$ cat src/include/pimb_consts.svh
// Offsets, field positions and reset masks of the interrupt mask bank.
// Assumes an 8-bit register address space and 8-bit register data.
`ifndef PIMB_CONSTS_SVH
`define PIMB_CONSTS_SVH

`define PIMB_OFF_TOP1      8'h29
`define PIMB_OFF_TOP2      8'h2a
`define PIMB_OFF_CONV      8'h2b
`define PIMB_OFF_STEPUP    8'h2c
`define PIMB_OFF_FLAG_TOP1 8'h30
`define PIMB_OFF_FLAG_TOP2 8'h31
`define PIMB_OFF_FLAG_CONV 8'h32
`define PIMB_OFF_FLAG_SP   8'h33
`define PIMB_OFF_RAW_CONV  8'h34
`define PIMB_OFF_RAW_MISC  8'h35

`define PIMB_NUM_EVT 10

`define PIMB_BIT_MEAS    7
`define PIMB_BIT_CLK     3
`define PIMB_BIT_THERM   1
`define PIMB_BIT_REGRST  0
`define PIMB_BIT_B_PGF   7
`define PIMB_BIT_B_PGR   6
`define PIMB_BIT_B_ILIM  4
`define PIMB_BIT_A_PGF   3
`define PIMB_BIT_A_PGR   2
`define PIMB_BIT_A_ILIM  0
`define PIMB_BIT_SP_PGF  3
`define PIMB_BIT_SP_PGR  2
`define PIMB_BIT_SP_ILIM 0
`define PIMB_BIT_RAW_THERM 4

`define PIMB_KEEP_TOP1   8'h8a
`define PIMB_KEEP_TOP2   8'h01
`define PIMB_KEEP_CONV   8'hdd
`define PIMB_KEEP_STEPUP 8'h0d

`endif

$ cat src/include/pimb_pkg.sv
// Types shared by the interrupt mask bank modules.
// Assumes the constants header is compiled alongside.
package pimb_pkg;
    typedef logic [7:0] pimb_byte_t;
    typedef enum logic [3:0] {
        PIMB_EV_MEAS    = 4'h0,
        PIMB_EV_CLK     = 4'h1,
        PIMB_EV_THERM   = 4'h2,
        PIMB_EV_REGRST  = 4'h3,
        PIMB_EV_A_PG    = 4'h4,
        PIMB_EV_A_ILIM  = 4'h5,
        PIMB_EV_B_PG    = 4'h6,
        PIMB_EV_B_ILIM  = 4'h7,
        PIMB_EV_SP_PG   = 4'h8,
        PIMB_EV_SP_ILIM = 4'h9
    } pimb_evt_t;
endpackage

$ cat src/include/pimb_evt_if.sv
// Synchronised event levels and their edges, from the event source to the mask bank.
// Assumes both ends run on mclk.
`timescale 1ns/1ps
`default_nettype none
interface pimb_evt_if #(parameter int N = 10);
    logic [N-1:0] raw;
    logic [N-1:0] rise;
    logic [N-1:0] fall;
    modport src (output raw, output rise, output fall);
    modport dst (input raw, input rise, input fall);
endinterface
`default_nettype wire

$ cat src/logic/pimb_event_src.sv
// Two-flop synchronisers and edge detection for the monitored event levels.
// Assumes the inputs are asynchronous levels from the analog monitors.
`timescale 1ns/1ps
`default_nettype none
module pimb_event_src #(
    parameter int N = 10
) (
    // Clock and reset.
    input  wire logic         mclk,
    input  wire logic         srst,
    // Asynchronous monitor levels.
    input  wire logic [N-1:0] mon_level,
    // Synchronised levels and edges.
    pimb_evt_if.src           evt
);
    logic [N-1:0] meta;
    logic [N-1:0] sync;
    logic [N-1:0] prev;

    always_ff @(posedge mclk) begin
        if (srst) begin
            meta <= '0;
            sync <= '0;
            prev <= '0;
        end else begin
            meta <= mon_level;
            sync <= meta;
            prev <= sync;
        end
    end

    assign evt.raw  = sync;
    assign evt.rise = sync & ~prev;
    assign evt.fall = ~sync & prev;
endmodule
`default_nettype wire

$ cat src/logic/pimb_flag_bank.sv
// Sticky interrupt flags: a set pulse holds a bit until it is cleared.
// Assumes set and clear come from logic on mclk.
`timescale 1ns/1ps
`default_nettype none
module pimb_flag_bank #(
    parameter int W = 32
) (
    // Clock and reset.
    input  wire logic         mclk,
    input  wire logic         srst,
    // Set and clear requests.
    input  wire logic [W-1:0] set_pulse,
    input  wire logic [W-1:0] clr,
    // Held flags.
    output var  logic [W-1:0] flags
);
    // A set in the clearing cycle wins, so no event is lost to a read.
    always_ff @(posedge mclk) begin
        if (srst) begin
            flags <= '0;
        end else begin
            flags <= (flags & ~clr) | set_pulse;
        end
    end
endmodule
`default_nettype wire

$ cat src/logic/pimb_mask_bank.sv
// Interrupt mask registers, sticky flags and interrupt output of the power manager.
// Assumes a same-clock register port and static one-time-programmable defaults.
//
// What this block does
// - Top mask bit 7 set suppresses the measurement-ready flag; clear lets it set.
// - Top mask bit 3 set suppresses the external clock detection flag.
// - Top mask bit 1 gates the thermal warning flag; raw thermal status stays live.
// - Second top mask bit 0 gates the register-reset flag; reset loads it from otp_mask_default bit 8.
// - Converter mask bit 7 set blocks converter B power-good flag on fall.
// - Converter mask bit 6 set blocks converter B power-good flag on rise.
// - Converter mask bit 4 gates converter B current-limit flag; raw unaffected.
// - Converter mask bit 3 set blocks converter A power-good flag on fall.
// - Converter mask bit 2 set blocks converter A power-good flag on rise.
// - Converter mask bit 0 gates converter A current-limit flag; raw unaffected.
// - Raw power-good bits follow output validity whatever the masks hold.
// - Every implemented mask bit loads its programmed default at reset; reserved bits load zero.
// - Step-up mask bits 3 and 2 block its power-good flag on fall and rise.
// - Step-up mask bit 0 gates its current-limit flag; raw unaffected.
`timescale 1ns/1ps
`default_nettype none
`include "pimb_consts.svh"
module pimb_mask_bank
    import pimb_pkg::*;
(
    // Clock and reset.
    input  wire logic       mclk,
    input  wire logic       srst,
    // Programmed mask defaults: top1, top2, converter, step-up from low byte up.
    input  wire logic [31:0] otp_mask_default,
    // Asynchronous monitor levels, indexed by pimb_evt_t.
    input  wire logic [`PIMB_NUM_EVT-1:0] mon_level,
    // Register port.
    input  wire logic [7:0] rg_addr,
    input  wire logic [7:0] rg_wdata,
    input  wire logic       rg_wr,
    input  wire logic       rg_rd,
    output var  logic [7:0] rg_rdata,
    // Interrupt.
    output var  logic       irq
);
    pimb_byte_t  top_mask_first;
    pimb_byte_t  top_mask_second;
    pimb_byte_t  converter_mask;
    pimb_byte_t  step_up_mask;
    pimb_byte_t  set_top1;
    pimb_byte_t  set_top2;
    pimb_byte_t  set_conv;
    pimb_byte_t  set_sp;
    pimb_byte_t  raw_conv;
    pimb_byte_t  raw_misc;
    logic [31:0] flag_set;
    logic [31:0] flag_clr;
    logic [31:0] flags;
    pimb_byte_t  flag_top1;
    pimb_byte_t  flag_top2;
    pimb_byte_t  flag_conv;
    pimb_byte_t  flag_sp;

    pimb_evt_if #(.N(`PIMB_NUM_EVT)) evt ();

    pimb_event_src #(.N(`PIMB_NUM_EVT)) u_src (
        .mclk      (mclk),
        .srst      (srst),
        .mon_level (mon_level),
        .evt       (evt.src)
    );

    pimb_flag_bank #(.W(32)) u_flags (
        .mclk      (mclk),
        .srst      (srst),
        .set_pulse (flag_set),
        .clr       (flag_clr),
        .flags     (flags)
    );

    assign flag_top1 = flags[7:0];
    assign flag_top2 = flags[15:8];
    assign flag_conv = flags[23:16];
    assign flag_sp   = flags[31:24];

    // Reserved bits are cleared at reset even if the programmed word has them set.
    always_ff @(posedge mclk) begin
        if (srst) begin
            top_mask_first <= otp_mask_default[7:0] & `PIMB_KEEP_TOP1;
        end else if (rg_wr && rg_addr == `PIMB_OFF_TOP1) begin
            top_mask_first <= rg_wdata;
        end
    end

    always_ff @(posedge mclk) begin
        if (srst) begin
            top_mask_second <= otp_mask_default[15:8] & `PIMB_KEEP_TOP2;
        end else if (rg_wr && rg_addr == `PIMB_OFF_TOP2) begin
            top_mask_second <= rg_wdata;
        end
    end

    always_ff @(posedge mclk) begin
        if (srst) begin
            converter_mask <= otp_mask_default[23:16] & `PIMB_KEEP_CONV;
        end else if (rg_wr && rg_addr == `PIMB_OFF_CONV) begin
            converter_mask <= rg_wdata;
        end
    end

    always_ff @(posedge mclk) begin
        if (srst) begin
            step_up_mask <= otp_mask_default[31:24] & `PIMB_KEEP_STEPUP;
        end else if (rg_wr && rg_addr == `PIMB_OFF_STEPUP) begin
            step_up_mask <= rg_wdata;
        end
    end

    // Power-good flag for one converter: either edge, each with its own mask.
    function automatic logic pg_event(input logic rise, input logic fall,
                                      input logic rise_mask, input logic fall_mask);
        pg_event = (rise && !rise_mask) || (fall && !fall_mask);
    endfunction

    // Masks are sampled at the event only; flags are never cleared by a mask.
    always_comb begin
        set_top1 = 8'h00;
        set_top2 = 8'h00;
        set_conv = 8'h00;
        set_sp   = 8'h00;
        set_top1[`PIMB_BIT_MEAS]   = evt.rise[PIMB_EV_MEAS]
                                     && !top_mask_first[`PIMB_BIT_MEAS];
        set_top1[`PIMB_BIT_CLK]    = evt.rise[PIMB_EV_CLK]
                                     && !top_mask_first[`PIMB_BIT_CLK];
        set_top1[`PIMB_BIT_THERM]  = evt.rise[PIMB_EV_THERM]
                                     && !top_mask_first[`PIMB_BIT_THERM];
        set_top2[`PIMB_BIT_REGRST] = evt.rise[PIMB_EV_REGRST]
                                     && !top_mask_second[`PIMB_BIT_REGRST];
        set_conv[`PIMB_BIT_B_PGR]  = pg_event(evt.rise[PIMB_EV_B_PG], evt.fall[PIMB_EV_B_PG],
                                              converter_mask[`PIMB_BIT_B_PGR],
                                              converter_mask[`PIMB_BIT_B_PGF]);
        set_conv[`PIMB_BIT_B_ILIM] = evt.rise[PIMB_EV_B_ILIM]
                                     && !converter_mask[`PIMB_BIT_B_ILIM];
        set_conv[`PIMB_BIT_A_PGR]  = pg_event(evt.rise[PIMB_EV_A_PG], evt.fall[PIMB_EV_A_PG],
                                              converter_mask[`PIMB_BIT_A_PGR],
                                              converter_mask[`PIMB_BIT_A_PGF]);
        set_conv[`PIMB_BIT_A_ILIM] = evt.rise[PIMB_EV_A_ILIM]
                                     && !converter_mask[`PIMB_BIT_A_ILIM];
        set_sp[`PIMB_BIT_SP_PGR]   = pg_event(evt.rise[PIMB_EV_SP_PG], evt.fall[PIMB_EV_SP_PG],
                                              step_up_mask[`PIMB_BIT_SP_PGR],
                                              step_up_mask[`PIMB_BIT_SP_PGF]);
        set_sp[`PIMB_BIT_SP_ILIM]  = evt.rise[PIMB_EV_SP_ILIM]
                                     && !step_up_mask[`PIMB_BIT_SP_ILIM];
        flag_set = {set_sp, set_conv, set_top2, set_top1};
    end

    // Raw status bits come straight from the synchronisers, ignoring every mask.
    always_comb begin
        raw_conv = 8'h00;
        raw_misc = 8'h00;
        raw_conv[`PIMB_BIT_B_PGR]      = evt.raw[PIMB_EV_B_PG];
        raw_conv[`PIMB_BIT_B_ILIM]     = evt.raw[PIMB_EV_B_ILIM];
        raw_conv[`PIMB_BIT_A_PGR]      = evt.raw[PIMB_EV_A_PG];
        raw_conv[`PIMB_BIT_A_ILIM]     = evt.raw[PIMB_EV_A_ILIM];
        raw_misc[`PIMB_BIT_RAW_THERM]  = evt.raw[PIMB_EV_THERM];
        raw_misc[`PIMB_BIT_SP_PGR]     = evt.raw[PIMB_EV_SP_PG];
        raw_misc[`PIMB_BIT_SP_ILIM]    = evt.raw[PIMB_EV_SP_ILIM];
    end

    // Reading a flag register clears the bits it returned.
    always_comb begin
        flag_clr = 32'h0;
        if (rg_rd) begin
            case (rg_addr)
                `PIMB_OFF_FLAG_TOP1: flag_clr[7:0]   = 8'hff;
                `PIMB_OFF_FLAG_TOP2: flag_clr[15:8]  = 8'hff;
                `PIMB_OFF_FLAG_CONV: flag_clr[23:16] = 8'hff;
                `PIMB_OFF_FLAG_SP:   flag_clr[31:24] = 8'hff;
                default:             flag_clr        = 32'h0;
            endcase
        end
    end

    function automatic pimb_byte_t read_mux(input logic [7:0] addr);
        case (addr)
            `PIMB_OFF_TOP1:      read_mux = top_mask_first;
            `PIMB_OFF_TOP2:      read_mux = top_mask_second;
            `PIMB_OFF_CONV:      read_mux = converter_mask;
            `PIMB_OFF_STEPUP:    read_mux = step_up_mask;
            `PIMB_OFF_FLAG_TOP1: read_mux = flag_top1;
            `PIMB_OFF_FLAG_TOP2: read_mux = flag_top2;
            `PIMB_OFF_FLAG_CONV: read_mux = flag_conv;
            `PIMB_OFF_FLAG_SP:   read_mux = flag_sp;
            `PIMB_OFF_RAW_CONV:  read_mux = raw_conv;
            `PIMB_OFF_RAW_MISC:  read_mux = raw_misc;
            default:             read_mux = 8'h00;
        endcase
    endfunction

    // Read data stand only in the cycle after the strobe, zero otherwise.
    always_ff @(posedge mclk) begin
        if (srst) begin
            rg_rdata <= 8'h00;
        end else if (rg_rd) begin
            rg_rdata <= read_mux(rg_addr);
        end else begin
            rg_rdata <= 8'h00;
        end
    end

    // Only unmasked events ever become flags, so any flag raises the line.
    always_ff @(posedge mclk) begin
        if (srst) begin
            irq <= 1'b0;
        end else begin
            irq <= |flags;
        end
    end

    meas_masked_a: assert property (@(posedge mclk) disable iff (srst)
        evt.rise[PIMB_EV_MEAS] && top_mask_first[`PIMB_BIT_MEAS] && !flag_top1[`PIMB_BIT_MEAS]
        |=> !flag_top1[`PIMB_BIT_MEAS])
        else $error("masked measurement event set its flag");

    meas_set_a: assert property (@(posedge mclk) disable iff (srst)
        evt.rise[PIMB_EV_MEAS] && !top_mask_first[`PIMB_BIT_MEAS]
        |=> flag_top1[`PIMB_BIT_MEAS] ##1 irq)
        else $error("unmasked measurement event lost");

    clk_detect_a: assert property (@(posedge mclk) disable iff (srst)
        evt.rise[PIMB_EV_CLK] |=> flag_top1[`PIMB_BIT_CLK] == !$past(top_mask_first[3])
                                  || $past(flag_top1[`PIMB_BIT_CLK]))
        else $error("clock detection flag disagrees with mask");

    therm_raw_a: assert property (@(posedge mclk) disable iff (srst)
        rg_rd && rg_addr == `PIMB_OFF_RAW_MISC
        |=> rg_rdata[`PIMB_BIT_RAW_THERM] == $past(evt.raw[PIMB_EV_THERM]))
        else $error("raw thermal status not shown");

    regrst_mask_a: assert property (@(posedge mclk)
        srst ##1 !srst |-> top_mask_second == ($past(otp_mask_default[15:8]) & 8'h01))
        else $error("second top mask reset value wrong");

    b_pg_fall_a: assert property (@(posedge mclk) disable iff (srst)
        evt.fall[PIMB_EV_B_PG] && converter_mask[7] && !flag_conv[`PIMB_BIT_B_PGR]
        |=> !flag_conv[`PIMB_BIT_B_PGR])
        else $error("masked converter B fall raised a flag");

    b_pg_rise_a: assert property (@(posedge mclk) disable iff (srst)
        evt.rise[PIMB_EV_B_PG] && !converter_mask[6] |=> flag_conv[`PIMB_BIT_B_PGR])
        else $error("converter B rise flag not raised");

    b_ilim_a: assert property (@(posedge mclk) disable iff (srst)
        evt.rise[PIMB_EV_B_ILIM] && !converter_mask[4] |=> flag_conv[`PIMB_BIT_B_ILIM])
        else $error("converter B current-limit flag not raised");

    a_pg_fall_a: assert property (@(posedge mclk) disable iff (srst)
        evt.fall[PIMB_EV_A_PG] && !converter_mask[3] |=> flag_conv[`PIMB_BIT_A_PGR])
        else $error("converter A fall flag not raised");

    a_pg_rise_a: assert property (@(posedge mclk) disable iff (srst)
        evt.rise[PIMB_EV_A_PG] && converter_mask[2] && !flag_conv[`PIMB_BIT_A_PGR]
        |=> !flag_conv[`PIMB_BIT_A_PGR])
        else $error("masked converter A rise raised a flag");

    a_ilim_a: assert property (@(posedge mclk) disable iff (srst)
        evt.rise[PIMB_EV_A_ILIM] && converter_mask[0] && !flag_conv[`PIMB_BIT_A_ILIM]
        |=> !flag_conv[`PIMB_BIT_A_ILIM])
        else $error("masked converter A current limit raised a flag");

    pg_raw_a: assert property (@(posedge mclk) disable iff (srst)
        rg_rd && rg_addr == `PIMB_OFF_RAW_CONV
        |=> rg_rdata[`PIMB_BIT_A_PGR] == $past(evt.raw[PIMB_EV_A_PG])
            && rg_rdata[`PIMB_BIT_B_PGR] == $past(evt.raw[PIMB_EV_B_PG]))
        else $error("raw power-good status not shown");

    conv_reset_a: assert property (@(posedge mclk)
        srst ##1 !srst |-> converter_mask == ($past(otp_mask_default[23:16]) & 8'hdd))
        else $error("converter mask did not load its default");

    top_reserved_a: assert property (@(posedge mclk)
        srst ##1 !srst |-> (top_mask_first & 8'h75) == 8'h00)
        else $error("reserved top mask bits not zero after reset");

    sp_pg_a: assert property (@(posedge mclk) disable iff (srst)
        (evt.rise[PIMB_EV_SP_PG] && !step_up_mask[2]) || (evt.fall[PIMB_EV_SP_PG]
        && !step_up_mask[3]) |=> flag_sp[`PIMB_BIT_SP_PGR])
        else $error("step-up power-good flag not raised");

    sp_ilim_a: assert property (@(posedge mclk) disable iff (srst)
        evt.rise[PIMB_EV_SP_ILIM] && !step_up_mask[0] |=> flag_sp[`PIMB_BIT_SP_ILIM])
        else $error("step-up current-limit flag not raised");

    pending_kept_a: assert property (@(posedge mclk) disable iff (srst)
        flag_top1[`PIMB_BIT_MEAS] && !(rg_rd && rg_addr == `PIMB_OFF_FLAG_TOP1)
        |=> flag_top1[`PIMB_BIT_MEAS])
        else $error("pending flag lost without a read");

    irq_follow_a: assert property (@(posedge mclk) disable iff (srst)
        ##1 irq == $past(|flags))
        else $error("interrupt line does not follow the flags");

    therm_masked_a: assert property (@(posedge mclk) disable iff (srst)
        evt.rise[PIMB_EV_THERM] && top_mask_first[`PIMB_BIT_THERM]
        && !flag_top1[`PIMB_BIT_THERM] |=> !flag_top1[`PIMB_BIT_THERM])
        else $error("masked thermal warning set its flag");

    therm_set_a: assert property (@(posedge mclk) disable iff (srst)
        evt.rise[PIMB_EV_THERM] && !top_mask_first[`PIMB_BIT_THERM]
        |=> flag_top1[`PIMB_BIT_THERM])
        else $error("unmasked thermal warning lost");

    regrst_set_a: assert property (@(posedge mclk) disable iff (srst)
        evt.rise[PIMB_EV_REGRST] && !top_mask_second[`PIMB_BIT_REGRST]
        |=> flag_top2[`PIMB_BIT_REGRST])
        else $error("unmasked register reset event lost");

    regrst_masked_a: assert property (@(posedge mclk) disable iff (srst)
        evt.rise[PIMB_EV_REGRST] && top_mask_second[`PIMB_BIT_REGRST]
        && !flag_top2[`PIMB_BIT_REGRST] |=> !flag_top2[`PIMB_BIT_REGRST])
        else $error("masked register reset event set its flag");

    b_fall_set_a: assert property (@(posedge mclk) disable iff (srst)
        evt.fall[PIMB_EV_B_PG] && !converter_mask[`PIMB_BIT_B_PGF]
        |=> flag_conv[`PIMB_BIT_B_PGR])
        else $error("converter B fall flag not raised");

    b_rise_masked_a: assert property (@(posedge mclk) disable iff (srst)
        evt.rise[PIMB_EV_B_PG] && converter_mask[`PIMB_BIT_B_PGR]
        && !flag_conv[`PIMB_BIT_B_PGR] |=> !flag_conv[`PIMB_BIT_B_PGR])
        else $error("masked converter B rise raised a flag");

    b_ilim_masked_a: assert property (@(posedge mclk) disable iff (srst)
        evt.rise[PIMB_EV_B_ILIM] && converter_mask[`PIMB_BIT_B_ILIM]
        && !flag_conv[`PIMB_BIT_B_ILIM] |=> !flag_conv[`PIMB_BIT_B_ILIM])
        else $error("masked converter B current limit raised a flag");

    a_fall_masked_a: assert property (@(posedge mclk) disable iff (srst)
        evt.fall[PIMB_EV_A_PG] && converter_mask[`PIMB_BIT_A_PGF]
        && !flag_conv[`PIMB_BIT_A_PGR] |=> !flag_conv[`PIMB_BIT_A_PGR])
        else $error("masked converter A fall raised a flag");

    a_rise_set_a: assert property (@(posedge mclk) disable iff (srst)
        evt.rise[PIMB_EV_A_PG] && !converter_mask[`PIMB_BIT_A_PGR]
        |=> flag_conv[`PIMB_BIT_A_PGR])
        else $error("converter A rise flag not raised");

    sp_pg_masked_a: assert property (@(posedge mclk) disable iff (srst)
        ((evt.rise[PIMB_EV_SP_PG] && step_up_mask[`PIMB_BIT_SP_PGR])
        || (evt.fall[PIMB_EV_SP_PG] && step_up_mask[`PIMB_BIT_SP_PGF]))
        && !flag_sp[`PIMB_BIT_SP_PGR] |=> !flag_sp[`PIMB_BIT_SP_PGR])
        else $error("masked step-up power-good edge raised a flag");

    sp_ilim_masked_a: assert property (@(posedge mclk) disable iff (srst)
        evt.rise[PIMB_EV_SP_ILIM] && step_up_mask[`PIMB_BIT_SP_ILIM]
        && !flag_sp[`PIMB_BIT_SP_ILIM] |=> !flag_sp[`PIMB_BIT_SP_ILIM])
        else $error("masked step-up current limit raised a flag");
endmodule
`default_nettype wire

$ cat config.mk
export PLATFORM = sky130hd
export DESIGN_NAME = pimb_mask_bank
export DESIGN_NICKNAME = d
export VERILOG_FILES = /design/src/include/pimb_pkg.sv /design/src/include/pimb_evt_if.sv /design/src/logic/pimb_event_src.sv /design/src/logic/pimb_flag_bank.sv /design/src/logic/pimb_mask_bank.sv
export VERILOG_INCLUDE_DIRS = /design/src /design/src/include
export SDC_FILE = /design/constraint.sdc
export NUM_CORES = 1
export LEC_CHECK = 0
export ABC_AREA = 1
export BUFFER_PORTS_ARGS = -buffer_cell sky130_fd_sc_hd__buf_4
export CORE_MARGIN = 4
export CORE_UTILIZATION = 30
export CTS_CLUSTER_DIAMETER = 40
export DETAILED_ROUTE_END_ITERATION = 6
export PLACE_DENSITY = 0.46
export SLEW_MARGIN = 20
export SYNTH_ARGS = -nofsm -noshare
export SYNTH_HDL_FRONTEND = slang
export SYNTH_SLANG_ARGS = --single-unit
export TNS_END_PERCENT = 50
$ cat constraint.sdc
create_clock -name mclk -period 3.8 [get_ports mclk]
set_input_delay 0.76 -clock mclk [delete_from_list [all_inputs] [get_ports mclk]]
set_output_delay 0.76 -clock mclk [all_outputs]
set_load 0.005 [all_outputs]
==> results of run 1 <==
## area by class of cell
class | count | area, sq um | share of cell area [%]
Timing Repair Buffer | 56 | 420 | 7.94
Clock buffer | 10 | 250 | 4.72
Clock inverter | 5 | 86.3 | 1.63
Tap cell | 184 | 230 | 4.35
Multi-Input combinational cell | 329 | 1760 | 33.1
Sequential cell | 103 | 2190 | 41.4
Inverter | 94 | 362 | 6.83
## through the flow
| stage | utilization, % | worst slack (ns) | hold WS [ns] | instance area [sq um] | power [mW] |
|---|---|---|---|---|---|
| 2_1_floorplan | - | 1.98 | 0.388 | 4410 | 1.26 |
| 3_3_place_gp | 34.3 | 1.28 | 0.390 | 4960 | 1.34 |
| 3_5_place_dp | 34.3 | 1.30 | 0.393 | 4960 | 1.34 |
| 4_1_cts | 36.6 | 1.64 | 0.404 | 5300 | 2.37 |
| 5_1_grt | 36.6 | 1.48 | 0.425 | 5300 | 2.43 |
| 6_report | 36.6 | 1.63 | 0.404 | 5300 | 2.34 |
## worst max path at each step
stage | startpoint | end | slack [ns] | depth (start not counted)
after global routing | rg_addr[7] | rg_rdata[4]$_SDFF_PP0_ | 1.48 | 9
final | rg_addr[7] | rg_rdata[4]$_SDFF_PP0_ | 1.63 | 9
after detailed placement | rg_addr[7] | rg_rdata[4]$_SDFF_PP0_ | 1.30 | 9
after floorplan | rg_addr[4] | converter_mask[0]$_DFFE_PP_ | 1.98 | 6
after CTS | rg_addr[7] | rg_rdata[4]$_SDFF_PP0_ | 1.64 | 9
after global placement | rg_addr[7] | rg_rdata[4]$_SDFF_PP0_ | 1.28 | 9
## layout by cell type (no fill, tap or decap), types with 7 or more instances in the layout
cell type   n
a21oi_1    19
buf_4      56
clkbuf_16  10
dfxtp_1    90
edfxtp_1   13
inv_1      79
inv_2      12
nand2_1    60
nand2_2     8
nand3_1    85
nor2_1     73
nor3_1      7
o21ai_0     8
o21ai_1    20
or3_1       8
## kinds of logic after synthesis
| kind of cell | Yosys count |
|---|---|
| compound gates | 61 |
| buf+inv | 111 |
| flops | 103 |
| simple gates | 268 |
## registers in the layout, indices dropped and copies added (netlist names)
name             cells
u_src.evt.raw       10
top_mask_second      8
top_mask_first       8
u_src.meta          10
irq                  1
step_up_mask         8
u_flags.flags       32
converter_mask       8
rg_rdata             8
u_src.prev          10
## critical path: cells and delay by family
kind,cells,cell delay (ns)
and+or+nand+nor,5,0.98
buffers and inverters,3,0.48
AOI/OAI and AO/OA,1,0.18
## report_power, final
group | leakage, nW | switching (mW) | total [mW] | internal [mW]
logic | 1.41 | 0.0985 | 0.160 | 0.0613
registers | 0.857 | 0.0181 | 1.15 | 1.13
clock network | 0.165 | 0.408 | 1.03 | 0.619
## per-layer routing
metal  global-route usage (%)  routed length, um  vias to the layer above
li1                         -                  -                     1853
met1                     20.4               5420                     1640
met2                     23.1               5310                       95
met3                     2.76                721                       15
met4                     5.87                273                        0
met5                        0                  0                        -
==> out/metrics.cfg, run 1 <==
[floorplanning]
die_w_um=129
rows=44
initial_core_util_pct=30.5
die_h_um=129
io_pins=71
dieArea_sq_um=16700
coreArea_sq_um=14500

[yosys]
postSynthCellCount=543
syn_area_per_cell_sq_um=8.12
yosysTopAreaCell=dfxtp_1
syn-cell-area_sq_um=4410
yosysUniqueCellTypes=38
post-synth-top-count-cell=dfxtp_1
netlist_top_cells_count=90 x dfxtp_1, 85 x nand3_1, 79 x inv_1, 73 x nor2_1, 60 x nand2_1
synthAdderAreaFrac_pct=0
yosysSeqAreaShare_pct=49.7
synthTopCellsByArea=dfxtp_1 41%, nand3_1 9.6%, edfxtp_1 8.9%, inv_1 6.7%, nor2_1 6.2%
synth_top_family_by_area=simple AND/OR/NAND/NOR gates
synth_edf_count=13
async_flop_share_pct=0
synth_compound_area_share_pct=8.48
netlist.area_leader.share_pct=40.9
synth_nets=605
synth_xor_area_share_pct=0
ys_seq_elements=103
synth_flop_cell=dfxtp_1
synth.mux.area_fraction_pct=0
yosys.area_share.simple_pct=31.3
synth_warnings=0

[routing]
drc=0
ant_nets=0
wl_per_cell_um=15.0
wirelength_um=11700
first_pass_iters=4
vias_per_cell=4.61
drt-initial-drc-count=316
vias=3603

[timing]
setup_viol=0
hold_violations=0
final.setup_skew_ns=0.00441
tightest_slew_ns=0.807
max_slew_margin_pct=46.1
setup_tns_ns=0
slew_viol_final=0
rsz0062_at_grt=no
period_minus_slack_ns=2.17
max_freq_mhz=460
finalCritPeriodShare_pct=57.2

[clock_network]
clk_pin_slew_worst_paths_ns=0.07
worstSkewPairLatency_ns=0.35
cts_buffers=9
post_cts_resize_count=0
htree_levels=3
cts_hold_buf=0
cts.sinks=103
cts-root-buf=clkbuf_16
cts_tree=built
cts_setup_buffers=0
cts_buffer_depth=2

[critical_path]
ff2ff_setup_slack_ns=2.57
path_class=in2reg
cp.required_ns=4.06
worst-r2r-cell-count=6
critPathCaptureType=flop
critPathArrivalTime_ns=2.43
slowest_stage=nor2_2
cp-start-kind=input port
crit_chain=buf_4, inv_1, nand2_2, nor2_2, buf_4, nand3_1, nand3_1, nor2_1, a21oi_1
cp_max_fo=18
r2r_start=u_flags.flags[3]$_SDFF_PP0_
critPathMaxStageDelay_ns=0.62
timing.rr.end=irq$_SDFF_PP0_

[run]
max-cap-violations=0

[global_route]
grtUsageTotal_pct=14.8
antenna_found_initial=0
grt_pass1_wl_um=18700
overflow=0
grt_pass1_vias=3476
grt_max_degree=71

[final_layout]
syn2layout_area_growth_pct=20.1
fin_nets=655
nFillCells=1530
antenna_cells=0
stdcell_count=781
layout-drive-gt1-share_pct=20.4

[placed_design]
hpwl_um=8920
dp.cells=766
place.gp.congestion=0.823
portBuffers=51

[pwr]
cellPowerDensity_nw_per_um2=442
leakage_nw=2.43
ir_drop_v=0.000189

[status]
status=finished clean

[hold_path]
holdPathEnd=u_src.evt.raw[2]$_SDFF_PP0_
min_from=u_src.meta[2]$_SDFF_PP0_
holdPathStages=2
hold_class=reg2reg

Note: power is estimated with default switching activity, not from simulation.
==> run 2, diff against run 1 <==
==> constraint.sdc (replaced) <==
create_clock -name mclk -period 2.01 [get_ports mclk]
set_input_delay 0.402 -clock mclk [delete_from_list [all_inputs] [get_ports mclk]]
set_output_delay 0.402 -clock mclk [all_outputs]
set_load 0.005 [all_outputs]
==> run 2 against run 1 <==
Worst setup slack worse by 1.0 ns. Combinational power rose by 92%. First-iteration DRC count shrank 10%. Core utilization rose by 0.15 points. Highest routed layer unchanged. Sequential power increased by 90%. Sequential share of layout area shrank 0.17 points.
==> out/metrics.cfg, run 2 (same netlist as run 1, synthesis figures left out) <==
[critical_path]
cp.required_ns=2.27
timing.rr.end=irq$_SDFF_PP0_
crit_chain=buf_4, inv_1, nand2_1, a21oi_1
critPathBufInv=2
crit_family=buffers and inverters
critPathCaptureType=flop
cp_max_fo=14
cp-start-kind=input port
critPathMaxStageDelay_ns=0.42
path_class=in2reg
slowest_stage=inv_1
worst-r2r-cell-count=6
ff2ff_setup_slack_ns=0.80
r2r_start=u_flags.flags[3]$_SDFF_PP0_
critPathArrivalTime_ns=1.69

[timing]
tightest_slew_ns=0.616
setup_tns_ns=0
setup_viol=0
final.setup_skew_ns=0.0105
max_freq_mhz=698
finalCritPeriodShare_pct=71.2
period_minus_slack_ns=1.43
rsz0062_at_grt=no
max_slew_margin_pct=59.0
hold_violations=0
slew_viol_final=0

[placed_design]
portBuffers=51
dpl_cell_area_sq_um=5020
place.gp.congestion=0.796
hpwl_um=9080
dp.cells=771

[run]
max-cap-violations=0

[global_route]
antenna_found_initial=0
grt_max_degree=59
grt_pass1_wl_um=18500
overflow=0
grt_pass1_vias=3412
grtUsageTotal_pct=14.9

[clock_network]
worstSkewPairLatency_ns=0.35
cts.sinks=103
cts_hold_buf=0
clk_pin_slew_worst_paths_ns=0.07
cts_tree=built
post_cts_resize_count=0
cts_buffers=9
cts_buffer_depth=2
cts-root-buf=clkbuf_16
htree_levels=3
cts_setup_buffers=0

[final_layout]
antenna_cells=0
design_area_sq_um=5320
largest_reg_flops=32
seqCellArea_sq_um=2190
final_cell_mix=90 x dfxtp_1, 85 x nand3_1, 79 x inv_1
layout_commonest_cell=dfxtp_1
regMostFlops=u_flags.flags
multi_input_area_sq_um=1760
syn2layout_area_growth_pct=20.6
stdcell_count=787
layout-drive-gt1-share_pct=20.9
nFillCells=1539
fin_nets=660

[hold_path]
min_from=mon_level[5]
hold_class=in2reg
holdPathStages=3
holdPathEnd=u_src.meta[5]$_SDFF_PP0_

[pwr]
pwr-share-comb_pct=7.3
p_clk_share_pct=40.7
p_sw_share_pct=23.3
p_int_mw=3.22
cellPowerDensity_nw_per_um2=789
pwr-share-seq_pct=52.0
leakage_nw=2.44
ir_drop_v=0.000451
switchingPower_uw=978

[routing]
wl_per_cell_um=15.0
drc=0
vias=3610
wirelength_um=11800
drt-initial-drc-count=283
ant_nets=0
vias_per_cell=4.59
first_pass_iters=4

[floorplanning]
coreArea_sq_um=14500
die_h_um=129
die_w_um=129
io_pins=71
initial_core_util_pct=30.5
dieArea_sq_um=16700
rows=44

[status]
status=finished clean

run 2: cell count changes in the layout (fill, tap and decap cells not counted), sizes merged:
cell,previous run,this run
clkinvlp,0,2
buf,56,61
clkbuf,10,13
bufinv,2,0
clkinv,3,2
inv,94,93
run 2: worst register-to-register path, stage by stage, from the launching register on:
cell,delay [ns]
dfxtp_1,0.31
inv_1,0.10
nand2_1,0.07
nor4_1,0.29
nand2_1,0.12
nor2_1,0.15
nor2_1,0.05
run 2: layout make-up:
type	instances	share of cell area, %
Timing Repair Buffer	61	9.08
Inverter	94	6.80
Tap cell	184	4.33
Clock inverter	3	0.447
Clock buffer	13	5.11
Multi-Input combinational cell	329	33.0
Sequential cell	103	41.2
run 2: worst max path at each step:
stage                     cells past startpoint                        endpoint  startpoint  slack, ns
after global placement                       10  converter_mask[1]$_SDFFE_PP0P_  rg_addr[4]       0.23
after CTS                                    10  converter_mask[1]$_SDFFE_PP0P_  rg_addr[4]       0.59
after detailed placement                     10  converter_mask[1]$_SDFFE_PP0P_  rg_addr[4]       0.21
after floorplan                               6     converter_mask[0]$_DFFE_PP_  rg_addr[4]       0.55
final                                         4          rg_rdata[4]$_SDFF_PP0_        srst       0.58
after global routing                         10  converter_mask[1]$_SDFFE_PP0P_  rg_addr[4]       0.52
run 2: power groups by stage:
stage          clock network [mW]  logic (mW)  registers [mW]
2_1_floorplan                   0       0.177            2.21
3_3_place_gp                    0       0.306            2.23
3_5_place_dp                    0       0.309            2.23
4_1_cts                      1.77       0.310            2.18
5_1_grt                      1.87       0.340            2.19
6_report                     1.71       0.307            2.18
run 2: metrics by stage:
step | hold WS (ns) | setup WS, ns | util [%] | power (mW)
3_3_place_gp | 0.392 | 0.229 | 34.7 | 2.54
5_1_grt | 0.234 | 0.522 | 36.7 | 4.39
4_1_cts | 0.231 | 0.587 | 36.7 | 4.27
3_5_place_dp | 0.393 | 0.213 | 34.7 | 2.54
2_1_floorplan | 0.388 | 0.547 | - | 2.38
6_report | 0.249 | 0.578 | 36.7 | 4.20
run 2: routing by layer:
metal / wire length (um) / GRT usage, % / part of all wire (%) / up-vias
li1: - / - / - / 1853
met1: 5440 / 19.7 / 46 / 1654
met2: 5560 / 23.2 / 47 / 87
met3: 586 / 4.20 / 5.0 / 16
met4: 239 / 5.37 / 2.0 / 0
met5: 0 / 0 / 0 / -
==> run 3, diff against run 2 <==
--- a/config.mk
+++ b/config.mk
@@ -6,13 +6,13 @@
 export SDC_FILE = /design/constraint.sdc
 export NUM_CORES = 1
 export LEC_CHECK = 0
-export ABC_AREA = 1
+export ABC_AREA = 0
 export BUFFER_PORTS_ARGS = -buffer_cell sky130_fd_sc_hd__buf_4
 export CORE_MARGIN = 4
 export CORE_UTILIZATION = 30
 export CTS_CLUSTER_DIAMETER = 40
 export DETAILED_ROUTE_END_ITERATION = 6
-export PLACE_DENSITY = 0.46
+export PLACE_DENSITY = 0.48
 export SLEW_MARGIN = 20
 export SYNTH_ARGS = -nofsm -noshare
 export SYNTH_HDL_FRONTEND = slang
==> constraint.sdc (replaced) <==
create_clock -name mclk -period 1.2 [get_ports mclk]
set_input_delay 0.24 -clock mclk [delete_from_list [all_inputs] [get_ports mclk]]
set_output_delay 0.24 -clock mclk [all_outputs]
set_load 0.005 [all_outputs]
==> run 3 against run 2 <==
The run now ends with setup timing left. Wire length grew 0.56%. Sequential share of layout area shrank 2.9 points. Die area shrank 6.0%. Largest power group unchanged. Clock skew shrank 0.00055 ns. Worst hold slack lost 0.15 ns. Synthesized cell count shrank 22%. Design area grew 7.9%. Area after synthesis shrank 6.4%. Cell count shrank 11%.
==> out/metrics.cfg, run 3 <==
[status]
status=finished, violations left
violations=setup timing

[timing]
finalCritPeriodShare_pct=106
rsz0062_at_grt=yes
setup_viol=15
max_freq_mhz=790
period_minus_slack_ns=1.27
final.setup_skew_ns=0.00994
slew_viol_final=0
setup_ws_ns=-0.0662
tightest_slew_ns=0.455
max_slew_margin_pct=69.6
hold_violations=0

[yosys]
yosysSeqAreaShare_pct=53.1
synth_warnings=0
netlist.area_leader.share_pct=43.6
ys_seq_elements=103
netlist_top_cells_count=90 x dfxtp_1, 55 x nand2_1, 35 x nor2b_1, 28 x a21oi_1, 24 x and2_1
synth_nets=486
synthTopCellsByArea=dfxtp_1 44%, edfxtp_1 9.5%, nor2b_1 5.3%, nand2_1 5.0%, and2_1 3.6%
synth_edf_count=13
syn-cell-area_sq_um=4130
async_flop_share_pct=0
post-synth-top-count-cell=dfxtp_1
yosysTopAreaCell=dfxtp_1
postSynthCellCount=424
syn_area_per_cell_sq_um=9.74
synth_flop_cell=dfxtp_1
yosysUniqueCellTypes=44

[critical_path]
cp-start-kind=flop
cp.required_ns=1.44
path_class=reg2reg
cp_max_fo=3
critPathCaptureType=flop
critPathArrivalTime_ns=1.51

[floorplanning]
die_w_um=125
io_pins=71
initial_core_util_pct=30.9
die_h_um=125
dieArea_sq_um=15700
coreArea_sq_um=13300
rows=42

[final_layout]
fin_nets=585
antenna_cells=0
final_cell_mix=100 x buf_4, 85 x dfxtp_1, 47 x nand2_1
regMostFlops=u_flags.flags
largest_reg_flops=32
syn2layout_area_growth_pct=38.9
layout-drive-gt1-share_pct=37.8
layout_commonest_cell=buf_4

[pwr]
switchingPower_mw=1.67
pwr-share-seq_pct=51.4
cellPowerDensity_nw_per_um2=1240
leakage_nw=2.20
p_total_mw=7.13
ir_drop_v=0.000754
p_sw_share_pct=23.4
p_int_mw=5.46
pwr-share-comb_pct=9.2
p_clk_share_pct=39.4

[routing]
wirelength_um=11900
vias=3388
first_pass_iters=5
drc=0
drt-initial-drc-count=224
vias_per_cell=4.82
ant_nets=0
wl_per_cell_um=16.9

[hold_path]
hold_class=in2reg

[clock_network]
worstSkewPairLatency_ns=0.35
cts_buffers=9
cts_buffer_depth=2
htree_levels=3
cts-root-buf=clkbuf_16
cts_hold_buf=0
clk_pin_slew_worst_paths_ns=0.07
cts.sinks=103
cts_tree=built

[run]
max-cap-violations=0

[global_route]
grtUsageTotal_pct=15.4
antenna_found_initial=0
grt_pass1_wl_um=18800
grt_pass1_vias=3410
overflow=0
grt_max_degree=26

[placed_design]
portBuffers=51
place.gp.congestion=0.839
pre_cts_ws_ns=-0.448
hpwl_um=8990

-- run 3: cell count changes after synthesis, sizes merged, moves of 7 or more --
| cell | before | now |
|---|---|---|
| and2 | 0 | 25 |
| nand2b | 0 | 9 |
| nor2 | 84 | 23 |
| clkbuf | 2 | 14 |
| nand2 | 73 | 55 |
| or3 | 8 | 0 |
| nand3 | 90 | 21 |
| a21oi | 20 | 33 |
| inv | 92 | 2 |
| nor2b | 0 | 35 |
| o21ai | 28 | 15 |
| a22oi | 2 | 10 |
| nor3 | 7 | 0 |
-- run 3: kinds of logic (layout without fill, tap and decap cells) --
family | count (synthesis) | count (layout) | synth area share [%]
simple gates | 196 | 196 | 25.4
flops | 103 | 103 | 53.1
compound gates | 84 | 84 | 12.9
buf+inv | 27 | 130 | 3.58
mux | 14 | 14 | 5.06
-- run 3: metrics by stage --
stage | util [%] | std cells | setup TNS, ns | area, sq um | hold WS, ns
after floorplan | - | 424 | -20.91 | 4220 | 0.323
after global placement | 38.7 | 682 | -27.36 | 5160 | 0.422
after detailed placement | 38.7 | 682 | -27.45 | 5160 | 0.422
after CTS | 41.3 | 697 | -0.442 | 5510 | 0.0829
after global routing | 43.0 | 703 | -2.45 | 5740 | 0.0948
final | 43.0 | 703 | -0.335 | 5740 | 0.0973
-- run 3: area by class of cell --
type	count	area, sq um
inverter	2	11.3
timing repair buffer	113	953
fill	1352	7610
multi-input combinational	294	2070
tap	176	220
clock buffer	12	256
sequential	103	2200
clock inverter	3	26.3
-- run 3: final timing paths --
check                                            startpoint  cells past startpoint                           to  slack [ns]
worst max-delay path            u_flags.flags[5]$_SDFF_PP0_                      3       rg_rdata[5]$_SDFF_PP0_       -0.07
worst min-delay path                           mon_level[2]                      2     u_src.meta[2]$_SDFF_PP0_         0.1
worst max register to register  u_flags.flags[5]$_SDFF_PP0_                      3       rg_rdata[5]$_SDFF_PP0_       -0.07
worst min register to register     u_src.meta[3]$_SDFF_PP0_                      1  u_src.evt.raw[3]$_SDFF_PP0_        0.44
-- run 3: worst max-delay path, stage by stage (launching register included) --
cell and delay (ns):
dfxtp_1 0.33, mux4_2 0.51, a32oi_2 0.23, a21oi_1 0.09
-- run 3: power by group through the flow --
stage / combinational, mW / sequential (mW) / clock, mW
finish: 0.659 / 3.66 / 2.81
CTS: 0.610 / 3.66 / 2.91
floorplan: 0.288 / 3.70 / 0
detailed placement: 0.595 / 3.74 / 0
global placement: 0.593 / 3.74 / 0
global route: 0.720 / 3.67 / 3.01
-- run 3: what timing repair did --
item,4_1_cts,5_1_grt
buffers inserted,0,6
resized for setup,13,40
pin swaps,4,14
endpoints found under the setup margin,19,65
-- run 3: per-layer routing --
| layer | up-vias | track usage, % | routed length, um |
|---|---|---|---|
| li1 | 1696 | - | - |
| met1 | 1598 | 22.2 | 5870 |
| met2 | 77 | 22.9 | 5280 |
| met3 | 17 | 3.45 | 495 |
| met4 | 0 | 5.29 | 241 |
| met5 | - | 0 | 0 |
